===== src/hw/comc_pkg.sv =====
// constants for the clock output mux control block
// assumes one 200 MHz clock and an external serial byte engine
package comc_pkg;
  localparam logic [7:0] ADDR_CLOCK_OUTPUT_THREE_RUN = 8'h21;
  localparam logic [7:0] ADDR_RESERVED = 8'h22;
  localparam logic [7:0] ADDR_SRC_SEL = 8'h23;
  localparam logic [7:0] ADDR_PWR_RUN = 8'h24;
  localparam logic [7:0] RST_CLOCK_OUTPUT_THREE_RUN = 8'h80;
  localparam logic [7:0] RST_RESERVED = 8'hF4;
  localparam logic [7:0] RST_SRC_SEL = 8'h8D;
  localparam logic [7:0] RST_PWR_RUN = 8'h9B;
  localparam logic [7:0] READ_UNMAPPED = 8'h00;
  localparam int POS_CLOCK_OUTPUT_THREE_STOPPABLE = 7;
  localparam int POS_CLOCK_OUTPUT_THREE_SEL = 6;
  localparam int POS_CLOCK_OUTPUT_TWO_SEL = 4;
  localparam int POS_CLOCK_OUTPUT_ONE_SEL = 2;
  localparam int POS_DIVIDER_ONE_SEL = 0;
  localparam int POS_POWER_N = 7;
  localparam int POS_REF_FREE_RUN = 6;
  localparam int POS_FREE_RUN_CFG = 5;
  localparam int POS_CLOCK_OUTPUT_ONE_STOPPABLE = 3;
  localparam int POS_OE_FUNC_ON = 2;
  localparam int POS_DIVIDER_FOUR_SEL = 0;
  localparam int NUM_CHAN = 5;
  localparam int CH_CLOCK_OUTPUT_ONE = 0;
  localparam int CH_CLOCK_OUTPUT_TWO = 1;
  localparam int CH_CLOCK_OUTPUT_THREE = 2;
  localparam int CH_DIVIDER_ONE = 3;
  localparam int CH_DIVIDER_FOUR = 4;
  localparam int NUM_PIN = 14;
  localparam int PIN_DIVIDER_THREE = 0;
  localparam int PIN_DIVIDER_FIVE = 1;
  localparam int PIN_DIVIDER_ONE = 2;
  localparam int PIN_LOW_RATE = 3;
  localparam int PIN_LOOP1 = 4;
  localparam int PIN_REF = 5;
  localparam int PIN_DIVIDER_FOUR_SEED = 6;
  localparam int PIN_LOOP2_CH2 = 7;
  localparam int PIN_LOOP3_CH2 = 8;
  localparam int PIN_DIVIDER_THREE_SEED = 9;
  localparam int PIN_DIVIDER_FIVE_SEED = 10;
  localparam int PIN_STOP_REQ = 11;
  localparam int PIN_OE_TWO = 12;
  localparam int PIN_OE_THREE = 13;
  typedef enum logic [1:0] {
    COMC_RUN = 2'b00,
    COMC_DRAIN = 2'b01,
    COMC_ALIGN = 2'b10
  } comc_chan_state_t;
endpackage


===== src/hw/comc_clock_output_mux_control.sv =====
// control bytes, source muxes and run control for three clock outputs
// assumes a byte engine on mclk; clock and pin inputs are asynchronous
//
// How it works
// - third output stoppable only when its bit set
// - output selects: divider3, divider5, divider1, low-rate
// - select fields at 7:6, 5:4, 3:2
// - divider-one source: loop, reference, divider-four seed
// - power bit cleared drives power-down pin low, stops output one and both divider sources
// - reference free run on output two
// - config bit adds output three to free run
// - first output stoppable only when its bit set
// - extra output-enable pins honoured only when enabled
// - divider-four source: two channels or two seeds
`timescale 1ns/1ps
module comc_clock_output_mux_control
  import comc_pkg::*;
(
  input wire logic mclk,
  input wire logic rstn,
  input wire logic ce,
  input wire logic [7:0] regAddr,
  input wire logic regWrite,
  input wire logic regRead,
  input wire logic [7:0] regWrData,
  output logic [7:0] regRdData,
  input wire logic dividerThreeClock,
  input wire logic dividerFiveClock,
  input wire logic dividerOneClock,
  input wire logic lowRateOscillatorClock,
  input wire logic firstSynthLoopClock,
  input wire logic referenceClock,
  input wire logic dividerFourSeedClock,
  input wire logic secondLoopChannelTwo,
  input wire logic thirdLoopChannelTwo,
  input wire logic dividerThreeSeedClock,
  input wire logic dividerFiveSeedClock,
  input wire logic clockStopRequest,
  input wire logic outputEnableTwo,
  input wire logic outputEnableThree,
  output logic clockOutputOne,
  output logic clockOutputTwo,
  output logic clockOutputThree,
  output logic dividerOneSource,
  output logic dividerFourSource,
  output logic chipPowerDownN
);

  logic [7:0] outputThreeRunControl;
  logic [7:0] reservedControlByte;
  logic [7:0] outputSourceSelect;
  logic [7:0] powerAndRunControl;
  logic [7:0] next_outputThreeRunControl;
  logic [7:0] next_reservedControlByte;
  logic [7:0] next_outputSourceSelect;
  logic [7:0] next_powerAndRunControl;
  logic [7:0] next_regRdData;
  logic next_chipPowerDownN;

  logic [NUM_PIN-1:0] pinRaw;
  logic [NUM_PIN-1:0] pinS1;
  logic [NUM_PIN-1:0] pinS2;
  logic [NUM_PIN-1:0] pinS3;
  logic [NUM_PIN-1:0] pinStable;
  logic [NUM_PIN-1:0] next_pinStable;

  logic [NUM_CHAN-1:0] chanOut;

  // requested source index of one channel
  function automatic logic [1:0] reqSelect(input int ch, input logic [7:0] srcSel, input logic [7:0] pwrRun);
    logic [1:0] sel;
    sel = 2'b00;
    case (ch)
      CH_CLOCK_OUTPUT_ONE: sel = srcSel[POS_CLOCK_OUTPUT_ONE_SEL +: 2];
      CH_CLOCK_OUTPUT_TWO: sel = srcSel[POS_CLOCK_OUTPUT_TWO_SEL +: 2];
      CH_CLOCK_OUTPUT_THREE: sel = srcSel[POS_CLOCK_OUTPUT_THREE_SEL +: 2];
      CH_DIVIDER_ONE: sel = srcSel[POS_DIVIDER_ONE_SEL +: 2];
      CH_DIVIDER_FOUR: sel = pwrRun[POS_DIVIDER_FOUR_SEL +: 2];
      default: sel = 2'b00;
    endcase
    return sel;
  endfunction

  // four candidate sources of one channel, indexed by select code
  function automatic logic [3:0] chanSources(input int ch, input logic [NUM_PIN-1:0] pins);
    logic [3:0] src;
    src = 4'h0;
    case (ch)
      CH_CLOCK_OUTPUT_ONE, CH_CLOCK_OUTPUT_TWO, CH_CLOCK_OUTPUT_THREE:
        src = {pins[PIN_LOW_RATE], pins[PIN_DIVIDER_ONE], pins[PIN_DIVIDER_FIVE], pins[PIN_DIVIDER_THREE]};
      CH_DIVIDER_ONE:
        src = {pins[PIN_DIVIDER_FOUR_SEED], pins[PIN_DIVIDER_FOUR_SEED], pins[PIN_REF], pins[PIN_LOOP1]};
      CH_DIVIDER_FOUR:
        src = {pins[PIN_DIVIDER_FIVE_SEED], pins[PIN_DIVIDER_THREE_SEED], pins[PIN_LOOP3_CH2], pins[PIN_LOOP2_CH2]};
      default:
        src = 4'h0;
    endcase
    return src;
  endfunction

  // whether a channel may pass its clock now
  function automatic logic gateWanted(input int ch, input logic [7:0] o3Run, input logic [7:0] pwrRun,
                                      input logic [NUM_PIN-1:0] pins);
    logic powered;
    logic refRun;
    logic oeOn;
    logic want;
    powered = pwrRun[POS_POWER_N];
    refRun = pwrRun[POS_REF_FREE_RUN];
    oeOn = pwrRun[POS_OE_FUNC_ON];
    want = 1'b0;
    case (ch)
      CH_CLOCK_OUTPUT_ONE:
        want = powered && !(pwrRun[POS_CLOCK_OUTPUT_ONE_STOPPABLE] && pins[PIN_STOP_REQ]);
      CH_CLOCK_OUTPUT_TWO:
        want = (powered || refRun) && !(oeOn && !pins[PIN_OE_TWO]);
      CH_CLOCK_OUTPUT_THREE:
        want = (powered || (refRun && pwrRun[POS_FREE_RUN_CFG]))
          && !(o3Run[POS_CLOCK_OUTPUT_THREE_STOPPABLE] && pins[PIN_STOP_REQ])
          && !(oeOn && !pins[PIN_OE_THREE]);
      CH_DIVIDER_ONE, CH_DIVIDER_FOUR:
        want = powered;
      default:
        want = 1'b0;
    endcase
    return want;
  endfunction

  // registers, read port and power flag
  always_comb
  begin
    next_outputThreeRunControl = outputThreeRunControl;
    next_reservedControlByte = reservedControlByte;
    next_outputSourceSelect = outputSourceSelect;
    next_powerAndRunControl = powerAndRunControl;
    next_regRdData = regRdData;
    if (regWrite)
    begin
      case (regAddr)
        ADDR_CLOCK_OUTPUT_THREE_RUN: next_outputThreeRunControl = regWrData;
        ADDR_RESERVED: next_reservedControlByte = regWrData;
        ADDR_SRC_SEL: next_outputSourceSelect = regWrData;
        ADDR_PWR_RUN: next_powerAndRunControl = regWrData;
        default: next_reservedControlByte = reservedControlByte;
      endcase
    end
    if (regRead)
    begin
      case (regAddr)
        ADDR_CLOCK_OUTPUT_THREE_RUN: next_regRdData = outputThreeRunControl;
        ADDR_RESERVED: next_regRdData = reservedControlByte;
        ADDR_SRC_SEL: next_regRdData = outputSourceSelect;
        ADDR_PWR_RUN: next_regRdData = powerAndRunControl;
        default: next_regRdData = READ_UNMAPPED;
      endcase
    end
    next_chipPowerDownN = next_powerAndRunControl[POS_POWER_N];
  end

  always_ff @(posedge mclk)
  begin
    if (!rstn)
    begin
      outputThreeRunControl <= RST_CLOCK_OUTPUT_THREE_RUN;
      reservedControlByte <= RST_RESERVED;
      outputSourceSelect <= RST_SRC_SEL;
      powerAndRunControl <= RST_PWR_RUN;
      regRdData <= READ_UNMAPPED;
      chipPowerDownN <= 1'b1;
    end
    else if (ce)
    begin
      outputThreeRunControl <= next_outputThreeRunControl;
      reservedControlByte <= next_reservedControlByte;
      outputSourceSelect <= next_outputSourceSelect;
      powerAndRunControl <= next_powerAndRunControl;
      regRdData <= next_regRdData;
      chipPowerDownN <= next_chipPowerDownN;
    end
  end

  // input synchronisers: a change counts once stages two and three agree
  assign pinRaw[PIN_DIVIDER_THREE] = dividerThreeClock;
  assign pinRaw[PIN_DIVIDER_FIVE] = dividerFiveClock;
  assign pinRaw[PIN_DIVIDER_ONE] = dividerOneClock;
  assign pinRaw[PIN_LOW_RATE] = lowRateOscillatorClock;
  assign pinRaw[PIN_LOOP1] = firstSynthLoopClock;
  assign pinRaw[PIN_REF] = referenceClock;
  assign pinRaw[PIN_DIVIDER_FOUR_SEED] = dividerFourSeedClock;
  assign pinRaw[PIN_LOOP2_CH2] = secondLoopChannelTwo;
  assign pinRaw[PIN_LOOP3_CH2] = thirdLoopChannelTwo;
  assign pinRaw[PIN_DIVIDER_THREE_SEED] = dividerThreeSeedClock;
  assign pinRaw[PIN_DIVIDER_FIVE_SEED] = dividerFiveSeedClock;
  assign pinRaw[PIN_STOP_REQ] = clockStopRequest;
  assign pinRaw[PIN_OE_TWO] = outputEnableTwo;
  assign pinRaw[PIN_OE_THREE] = outputEnableThree;

  always_comb
  begin
    next_pinStable = pinStable;
    for (int i = 0; i < NUM_PIN; i++)
    begin
      if (pinS2[i] == pinS3[i])
      begin
        next_pinStable[i] = pinS3[i];
      end
    end
  end

  always_ff @(posedge mclk)
  begin
    if (!rstn)
    begin
      pinS1 <= '0;
      pinS2 <= '0;
      pinS3 <= '0;
      pinStable <= '0;
    end
    else if (ce)
    begin
      pinS1 <= pinRaw;
      pinS2 <= pinS1;
      pinS3 <= pinS2;
      pinStable <= next_pinStable;
    end
  end

  // one glitch-free switch per channel
  for (genvar c = 0; c < NUM_CHAN; c++)
  begin : gChan
    comc_chan_state_t state;
    comc_chan_state_t next_state;
    logic [1:0] curSel;
    logic [1:0] next_curSel;
    logic gate;
    logic next_gate;
    logic out;
    logic next_out;

    always_comb
    begin
      logic [3:0] src;
      logic [1:0] req;
      logic want;
      logic lvl;
      src = chanSources(c, pinStable);
      req = reqSelect(c, outputSourceSelect, powerAndRunControl);
      want = gateWanted(c, outputThreeRunControl, powerAndRunControl, pinStable);
      lvl = src[curSel];
      next_state = state;
      next_curSel = curSel;
      next_gate = gate;
      next_out = out;
      case (state)
        COMC_RUN:
        begin
          next_out = lvl & gate;
          if (!lvl)
          begin
            next_gate = want; // stop and start only while low
          end
          if (req != curSel)
          begin
            next_state = COMC_DRAIN;
          end
        end
        COMC_DRAIN:
        begin
          // finish the current high phase before leaving the old source
          if (!lvl || !gate)
          begin
            next_out = 1'b0;
            next_curSel = req;
            next_state = COMC_ALIGN;
          end
          else
          begin
            next_out = lvl;
          end
        end
        COMC_ALIGN:
        begin
          // hold low until the new source is low, so its first high is whole
          next_out = 1'b0;
          if (!lvl)
          begin
            next_gate = want;
            next_state = COMC_RUN;
          end
        end
        default:
        begin
          next_out = 1'b0;
          next_state = COMC_RUN;
        end
      endcase
    end

    always_ff @(posedge mclk)
    begin
      if (!rstn)
      begin
        state <= COMC_ALIGN;
        curSel <= 2'b00;
        gate <= 1'b0;
        out <= 1'b0;
      end
      else if (ce)
      begin
        state <= next_state;
        curSel <= next_curSel;
        gate <= next_gate;
        out <= next_out;
      end
    end

    assign chanOut[c] = out;
  end

  assign clockOutputOne = chanOut[CH_CLOCK_OUTPUT_ONE];
  assign clockOutputTwo = chanOut[CH_CLOCK_OUTPUT_TWO];
  assign clockOutputThree = chanOut[CH_CLOCK_OUTPUT_THREE];
  assign dividerOneSource = chanOut[CH_DIVIDER_ONE];
  assign dividerFourSource = chanOut[CH_DIVIDER_FOUR];

endmodule


===== config.mk =====
export PLATFORM = sky130hd
export DESIGN_NAME = comc_clock_output_mux_control
export DESIGN_NICKNAME = d
export VERILOG_FILES = /design/src/hw/comc_pkg.sv /design/src/hw/comc_clock_output_mux_control.sv
export SDC_FILE = /design/constraint.sdc
export NUM_CORES = 1
export LEC_CHECK = 0
export BUFFER_PORTS_ARGS = -buffer_cell sky130_fd_sc_hd__buf_2
export CORE_AREA = 2 2 110 112
export CTS_CLUSTER_SIZE = 40
export DETAILED_ROUTE_END_ITERATION = 10
export DIE_AREA = 0 0 112 114
export PLACE_DENSITY = 0.7
export REMOVE_ABC_BUFFERS = 1
export SETUP_SLACK_MARGIN = 0.1
export SYNTH_ARGS = -nofsm -noshare
export SYNTH_HDL_FRONTEND = slang
export SYNTH_SLANG_ARGS = --single-unit

===== constraint.sdc =====
create_clock -name mclk -period 2.56 [get_ports mclk]
set_input_delay 0.128 -clock mclk [delete_from_list [all_inputs] [get_ports mclk]]
set_output_delay 0.128 -clock mclk [all_outputs]
set_load 0.005 [all_outputs]

==> impl_metrics.toml, run 1 <==
[power_and_ir_drop]
powerDensity_nw_per_um2 = 667
peakVddDrop_mv = 0.346
leakage_uw = 0.00294

[sta]
finalSetupTns_ns = 0
hold_violations = 0
setup_viol = 0
layout_min_cycle_time_ns = 1.61
layout_setup_ws_ns = 0.951
clock.fmax_mhz = 621
worst_pin_slew_ns = 0.745
maxSlewViolCount = 0
fin_worst_skew_ns = 0.0130
relSlewSlack = 0.499
rsz0062_at_grt = "false"
period_share = 0.629

[cts]
postCtsSetupBuffers = 0
cts_inserted_buffers = 17
cts.repair.resized = 0
htreeDepth = 4
clkSinkCount = 126
clk_latency_ns = 0.41
clk_pin_slew_ns = 0.05
clock_path_buffers = 2
cts_tree = "done"
root_buffer = "clkbuf_16"

[die]
rows = 40
core_um2 = 11700
die-area_um2 = 12800
start_util = 0.485
pin_count = 49
die_w_um = 112
die_h_um = 114

[worst_hold_path]
hold_depth = 3
hold_path_startpoint = "regWrData[2]"
hold_path.class = "input pin to register"
min_delay_worst_endpoint = "reservedControlByte[2]"

[cells_and_area]
design_area_um2 = 6750
register_area_um2 = 2520
multi_input_area_um2 = 3000
final_util = 0.576
diodes = 0
final_cells = 781
nets = 658
area_growth_pct = 18.9
fillers = 1044
drive_gt1_frac = 0.164

[place]
post-place-ws_ns = 0.953
gp_congestion = 0.804
port_buffers = 48
place_area_um2 = 6030
hpwl_um = 7940
placed_cells = 732

[routing]
drc = 0
num_vias = 4288
wl_um = 12000
drtPass1Iterations = 4
wl_per_cell_um = 15.3
ant_nets = 0
viasPerCell = 5.49
drt_iter0_markers = 218

[synth]
synth_common_cells = "dfxtp_1, mux2i_1, nor2b_1, nand2_1, o21ai_0"
synthArstFlopShare = 0
synth-seq-area-share = 0.444
synth_top_flop_cell = "dfxtp_1"
synth_area_leaders = "dfxtp_1, mux2i_1, nor2b_1, nand2_1, o21ai_0"
synth_top_area_frac = 0.444
ys_ff_latch = 126
synth_top_area_cell = "dfxtp_1"
netlist_area_um2 = 5680
synthCells = 562
synth_enable_flop_cells = 0
synth.distinct_cells = 47
yosysWarningCount = 0
synth.avg_cell_area_um2 = 10.1
yosysMostFrequentCell = "dfxtp_1"

[grt]
grt_max_degree = 70
grt_pass1_wl_um = 19900
grt_use_total = 0.193
grt_overflow_total = 0
antenna_found_initial = 0
grt_pass1_vias = 4100

[setup_path]
worstPathArrival_ns = 1.90
reg2reg_depth = 4
reg2reg_to = "gChan[1].curSel[1]"
reg2reg_setup_slack_ns = 0.95
endpoint_kind = "register"
worstReg2RegStart = "gChan[1].curSel[0]"
worstSetupPathType = "register to register"
crit_path_max_fanout = 4
startpoint_type = "register"
cp.required_ns = 2.85

[status]
status = "finished, final reports clean"

[run]
timing.max_cap.violations = 0
## metrics by stage
step	hold WS, ns	power, uW
2_1_floorplan	0.190	2210
3_3_place_gp	0.386	2340
3_5_place_dp	0.396	2350
4_1_cts	0.000992	4550
5_1_grt	0.000509	4660
6_report	0.00660	4500
## cell type report
class                   count  share of cell area
multi-input cells         398               0.444
flip-flops and latches    126               0.374
well taps                 147              0.0272
inverters                   4             0.00222
repair buffers             76              0.0741
clock inverters             8              0.0100
clock buffers              22              0.0688
## cells in the final DEF (no fill, tap or decap), types with 3 or more instances in the layout
cell / instances
xor2_1: 10
mux4_2: 4
o21ai_0: 31
dlygate4sd3_1: 19
a21boi_2: 3
a21boi_0: 13
inv_1: 4
nand2_1: 54
a21o_1: 14
nand4_1: 7
and2_1: 5
nor3_1: 5
nand3b_1: 3
nor2b_1: 76
dfxtp_1: 126
or4bb_1: 8
o221ai_1: 8
nand2b_1: 13
clkbuf_16: 17
nand3_1: 8
a32oi_1: 12
nand4_4: 3
o311ai_0: 5
buf_2: 47
clkinv_2: 6
mux2i_1: 83
buf_4: 10
nor2_1: 5
clkbuf_1: 3
## report_power, final
group / internal [uW] / total, uW / leakage [uW] / switching, uW
clock network: 1360 / 2170 / 0.000265 / 808
logic: 138 / 293 / 0.00165 / 154
registers: 2010 / 2040 / 0.00102 / 32.9
## cells by family after synthesis
group                     share of synthesized area
DFF                                           0.444
muxes                                         0.168
buffers and inverters                        0.0278
xor gates and xnor gates                     0.0154
AOI/OAI and AO/OA                             0.128
and+or+nand+nor                               0.217
## what timing repair did
item | in CTS | in global routing
hold buffers | 19 | 0
endpoints found under the hold margin | 24 | 0
endpoints found under the setup margin | 0 | 0
## layer usage
layer	global-route usage	vias up	share of wire
met5	0	-	0
met4	0.0659	0	0.013
met3	0.0383	13	0.034
met2	0.323	73	0.49
met1	0.253	2068	0.47
li1	-	2134	-
## registers in the layout, summed over array words and instances, names as in the netlist, 10 cells and up
name / flops
gChan.curSel: 10
gChan.state: 10
pinS1: 14
pinS2: 14
pinS3: 14
pinStable: 14
## worst max-delay path, cell delays in order, from the launching register on
cell and delay, ns:
dfxtp_1 0.41, mux4_2 0.59, a21boi_2 0.22, and2_1 0.18
o21ai_0 0.09
## worst max-delay path by stage
stage | to | startpoint | slack (ns) | depth (start not counted)
global route | gChan[4].curSel[0] | gChan[4].curSel[0] | 0.87 | 4
floorplan | gChan[3].state[1] | gChan[3].curSel[0] | 1.04 | 4
CTS | gChan[1].curSel[1] | gChan[1].curSel[0] | 0.95 | 4
detailed placement | outputSourceSelect[7] | ce | 0.95 | 5
global placement | gChan[1].curSel[0] | gChan[1].curSel[0] | 0.98 | 4
finish | gChan[1].curSel[1] | gChan[1].curSel[0] | 0.95 | 4
Note: power is estimated with default switching activity, not from simulation.
==> inputs of run 2 (changes only) <==
PLACE_DENSITY = 0.72   (was 0.7)
clock period = 1.3 ns   (was 2.56 ns; I/O delays follow)
==> run 2 against run 1 <==
Effect of this change:
- the run now ends with setup timing left
- total power rose by 110%
- non-clock buffer count rose by 50
- first-iteration DRC count fell by 0.46%
- clock skew fell by 0.0076 ns
- cell area rose by 10%
- core utilization rose by 5.9 points
- clock power rose by 120%
- critical path depth did not move
- sequential power rose by 97%
- via count rose by 4.7%
- wire length rose by 4.8%
- critical endpoint is now gChan[3].state[1]
==> impl_metrics.toml, run 2 (same netlist as run 1, synthesis figures left out) <==
[die]
start_util = 0.485
rows = 40
die_w_um = 112
core_um2 = 11700
die-area_um2 = 12800
die_h_um = 114
pin_count = 49

[status]
status = "finished with violations"
violations = "setup timing"

[setup_path]
slowest_stage = "dfxtp_2"
crit_path_max_fanout = 3
cp.required_ns = 1.59
worstPathArrival_ns = 1.79
max_stage_delay_ns = 0.34
reg2reg_depth = 4
crit_top_cell = "mux2_4"
startpoint_type = "register"
worstSetupPathType = "register to register"
crit_chain = "mux2_4 > mux2_4 > nor3b_1 > or3_1"
endpoint_kind = "register"

[sta]
fin_worst_skew_ns = 0.00540
layout_min_cycle_time_ns = 1.50
relSlewSlack = 0.661
layout_setup_ws_ns = -0.199
period_share = 1.15
setup_viol = 28
maxSlewViolCount = 0
hold_violations = 0
worst_pin_slew_ns = 0.508
rsz0062_at_grt = "true"
finalSetupTns_ns = -3.24
clock.fmax_mhz = 667

[cells_and_area]
register_area_um2 = 2530
layout_commonest_cell = "dfxtp_1"
design_area_um2 = 7440
area_growth_pct = 31.1
diodes = 0
drive_gt1_frac = 0.267
nets = 708
final_cell_mix = "dfxtp_1, mux2i_1, nor2b_1"
fillers = 942
multi_input_area_um2 = 3140

[run]
timing.max_cap.violations = 0

[cts]
clk_latency_ns = 0.41
htreeDepth = 4
clkSinkCount = 126
root_buffer = "clkbuf_16"
clk_pin_slew_ns = 0.05
clock_path_buffers = 2
cts_inserted_buffers = 17
cts_tree = "done"

[routing]
wl_um = 12500
wl_per_cell_um = 15.1
viasPerCell = 5.39
drc = 0
ant_nets = 0
drt_iter0_markers = 217
drtPass1Iterations = 4
num_vias = 4489

[grt]
grt_overflow_total = 0
antenna_found_initial = 0
grt_max_degree = 38
grt_pass1_wl_um = 21300
grt_pass1_vias = 4547
grt_use_total = 0.207

[place]
post-place-ws_ns = -0.256
gp_congestion = 0.838
hpwl_um = 8670
port_buffers = 48
place_area_um2 = 6430

[power_and_ir_drop]
total_power_uw = 9500
leakage_uw = 0.00331
peakVddDrop_mv = 0.881
powerDensity_nw_per_um2 = 1280

[worst_hold_path]
hold_path.class = "input pin to register"
hold_depth = 3
[run 2: cell types whose count changed in the layout (fill, tap and decap cells not counted), sizes merged]
| cell | before | now |
|---|---|---|
| clkinv | 6 | 3 |
| clkinvlp | 1 | 0 |
| buf | 57 | 104 |
| bufinv | 1 | 3 |
| clkbuf | 22 | 26 |
| dlygate4sd3 | 19 | 22 |
[run 2: final cells by class]
class | count | share of cell area
Timing Repair Buffer | 126 | 0.130
Inverter | 4 | 0.00202
Sequential cell | 126 | 0.340
Multi-Input combinational cell | 398 | 0.422
Clock buffer | 26 | 0.0671
Clock inverter | 6 | 0.0141
Tap cell | 147 | 0.0247
[run 2: final timing paths]
kind | startpoint | slack [ns] | endpoint
min | dividerFourSeedClock | 0.01 | pinS1[6]
max reg2reg | gChan[3].curSel[0] | -0.20 | gChan[3].state[1]
max | gChan[3].curSel[0] | -0.20 | gChan[3].state[1]
min reg2reg | pinS3[8] | 0.47 | pinStable[8]
[run 2: routing by layer]
metal	routed length [um]	share of wire	global-route usage	vias up
met5	0	0	0	-
met4	251	0.020	0.107	0
met2	6270	0.50	0.353	92
met1	5590	0.45	0.247	2139
li1	-	-	-	2236
met3	437	0.035	0.0430	22
[run 2: stage by stage]
step / std cells / hold WS, ns / util
final: 833 / 0.0107 / 0.636
after global routing: 833 / 0.0412 / 0.636
after CTS: 831 / 0.00798 / 0.628
after detailed placement: 776 / 0.333 / 0.549
after global placement: 776 / 0.323 / 0.549
after floorplan: 528 / 0.127 / -
[run 2: power by group]
part	switching [uW]	total, uW	internal, uW
combinational	332	685	353
clock	1580	4790	3210
sequential	70.3	4020	3950
total	1980	9500	7510
[run 2: critical path, delay by kind of cell, from the launching register on]
kind / cells / cell delay, ns
mux: 2 / 0.58
simple gates: 2 / 0.45
flops: 1 / 0.34
[run 2: repair_timing]
action / in CTS / in global routing
cloned: 0 / 0
setup endpoints to repair: 35 / 38
hold endpoints to repair: 45 / 0
pin swaps: 26 / 21
gates resized for setup: 38 / 18
buffers inserted: 1 / 2
hold buffers: 22 / 0
==> inputs of run 3 (changes only) <==
CELL_PAD_IN_SITES_DETAIL_PLACEMENT = 1   (was not set)
CELL_PAD_IN_SITES_GLOBAL_PLACEMENT = 2   (was not set)
CORE_AREA = 2 2 131 133   (was 2 2 110 112)
DIE_AREA = 0 0 133 135   (was 0 0 112 114)
PLACE_DENSITY = 0.77   (was 0.72)
SETUP_SLACK_MARGIN = 0.3   (was 0.1)
==> run 3 against run 2 <==
Effect of this change:
- the run still ends with setup timing left
- flip-flop and latch count unchanged
- cell area up 3.7%
- critical path depth up 1
- core utilization down 17 points
- critical endpoint is now gChan[2].curSel[0]
- largest power group unchanged
- highest routed layer unchanged
==> impl_metrics.toml, run 3 (same netlist as run 1, synthesis figures left out) <==
[run]
timing.max_cap.violations = 0

[setup_path]
worstPathArrival_ns = 1.89
cpLargestDelayFamily = "multiplexers"
startpoint_type = "register"
worstSetupPathType = "register to register"
crit_path_max_fanout = 4
slowest_stage = "mux4_2"
max_stage_delay_ns = 0.56
crit_chain = "mux4_2 > a21boi_2 > buf_4 > nand4_1 > o21ai_1"
cp.required_ns = 1.65
critical_path_buf_inv_count = 1
endpoint_kind = "register"

[die]
die_h_um = 135
rows = 47
die_w_um = 133
pin_count = 49
die-area_um2 = 18000
core_um2 = 16400
start_util = 0.346

[sta]
finalSetupTns_ns = -3.83
setup_viol = 27
worst_pin_slew_ns = 0.476
layout_min_cycle_time_ns = 1.54
rsz0062_at_grt = "true"
layout_setup_ws_ns = -0.242
maxSlewViolCount = 0
fin_worst_skew_ns = 0.00528
hold_violations = 0
clock.fmax_mhz = 649
relSlewSlack = 0.679
period_share = 1.19

[routing]
wl_um = 14800
viasPerCell = 4.95
ant_nets = 0
drc = 0
wl_per_cell_um = 16.0
drtPass1Iterations = 4
drt_iter0_markers = 265
num_vias = 4574

[power_and_ir_drop]
p_clk_frac = 0.491
netSwitchingPower_uw = 2120
powerDensity_nw_per_um2 = 1210
leakage_uw = 0.00340
switching_share = 0.226
combPwrFrac = 0.080
sequentialPowerShare = 0.429
power.internal_uw = 7250
peakVddDrop_mv = 0.888

[status]
status = "finished with violations"
violations = "setup timing"

[grt]
grt_use_total = 0.171
grt_overflow_total = 0
antenna_found_initial = 0
busiest_layer = "met2"
use_met1 = 0.211
grt_pass1_vias = 4811
grt_max_degree = 58
grtUsageMet3 = 0.0402
grt_pass1_wl_um = 24200
grt_util_met2 = 0.293

[worst_hold_path]
hold_path.class = "input pin to register"

[cells_and_area]
layout_commonest_cell = "dfxtp_1"
area_growth_pct = 36.0
drive_gt1_frac = 0.305
nets = 726
final_util = 0.471
final_cells = 924
diodes = 0
final_cell_mix = "dfxtp_1, mux2i_1, nor2b_1"

[cts]
cts_tree = "done"
clock_path_buffers = 2
clkSinkCount = 126
cts_inserted_buffers = 17
clk_pin_slew_ns = 0.06
root_buffer = "clkbuf_16"
clk_latency_ns = 0.42
htreeDepth = 4

[place]
hpwl_um = 9920
placed_cells = 859
gp_congestion = 0.750
port_buffers = 48
## run 3: what timing repair did
action / in CTS / in global routing
setup buffers: 7 / 3
hold buffers: 22 / 1
pin swaps: 35 / 16
resized for setup: 55 / 21
endpoints found under the hold margin: 46 / 1
setup endpoints to repair: 39 / 48
## run 3: cell type report
| type | instances | area (um^2) |
|---|---|---|
| clock buffers | 26 | 519 |
| multi-input cells | 398 | 3160 |
| fillers | 1793 | 8690 |
| flip-flops and latches | 126 | 2550 |
| well taps | 220 | 275 |
| clock inverters | 6 | 55.1 |
| inverters | 4 | 15.0 |
| repair buffers | 144 | 1140 |
## run 3: per-stage QoR
step	worst slack, ns	total power, uW	hold slack [ns]	area, um^2
after global placement	-0.225	4720	0.324	6630
final	-0.242	9370	0.0226	7720
after CTS	-0.194	9460	-0.0443	7620
after floorplan	-0.216	4360	0.127	5530
after global routing	-0.300	9760	0.0185	7720
after detailed placement	-0.283	4750	0.334	6630
## run 3: path summary, 6_finish.rpt
| kind | from | endpoint | slack [ns] | cells past startpoint |
|---|---|---|---|---|
| max | gChan[2].curSel[0] | gChan[2].curSel[0] | -0.24 | 5 |
| min | rstn | gChan[4].state[1] | 0.02 | 2 |
| max reg2reg | gChan[2].curSel[0] | gChan[2].curSel[0] | -0.24 | 5 |
| min reg2reg | pinS3[4] | pinStable[4] | 0.47 | 2 |
## run 3: layer usage
| layer | part of all wire | up-vias |
|---|---|---|
| met3 | 0.025 | 18 |
| met4 | 0.015 | 0 |
| li1 | - | 2273 |
| met1 | 0.47 | 2229 |
| met5 | 0 | - |
| met2 | 0.49 | 54 |
## run 3: power by group through the flow
stage               registers (uW)  logic, uW  clock network, uW
finish                        4020        750               4610
global route                  4030        823               4910
CTS                           4020        740               4700
detailed placement            4090        654                  0
global placement              4090        631                  0
floorplan                     4080        279                  0
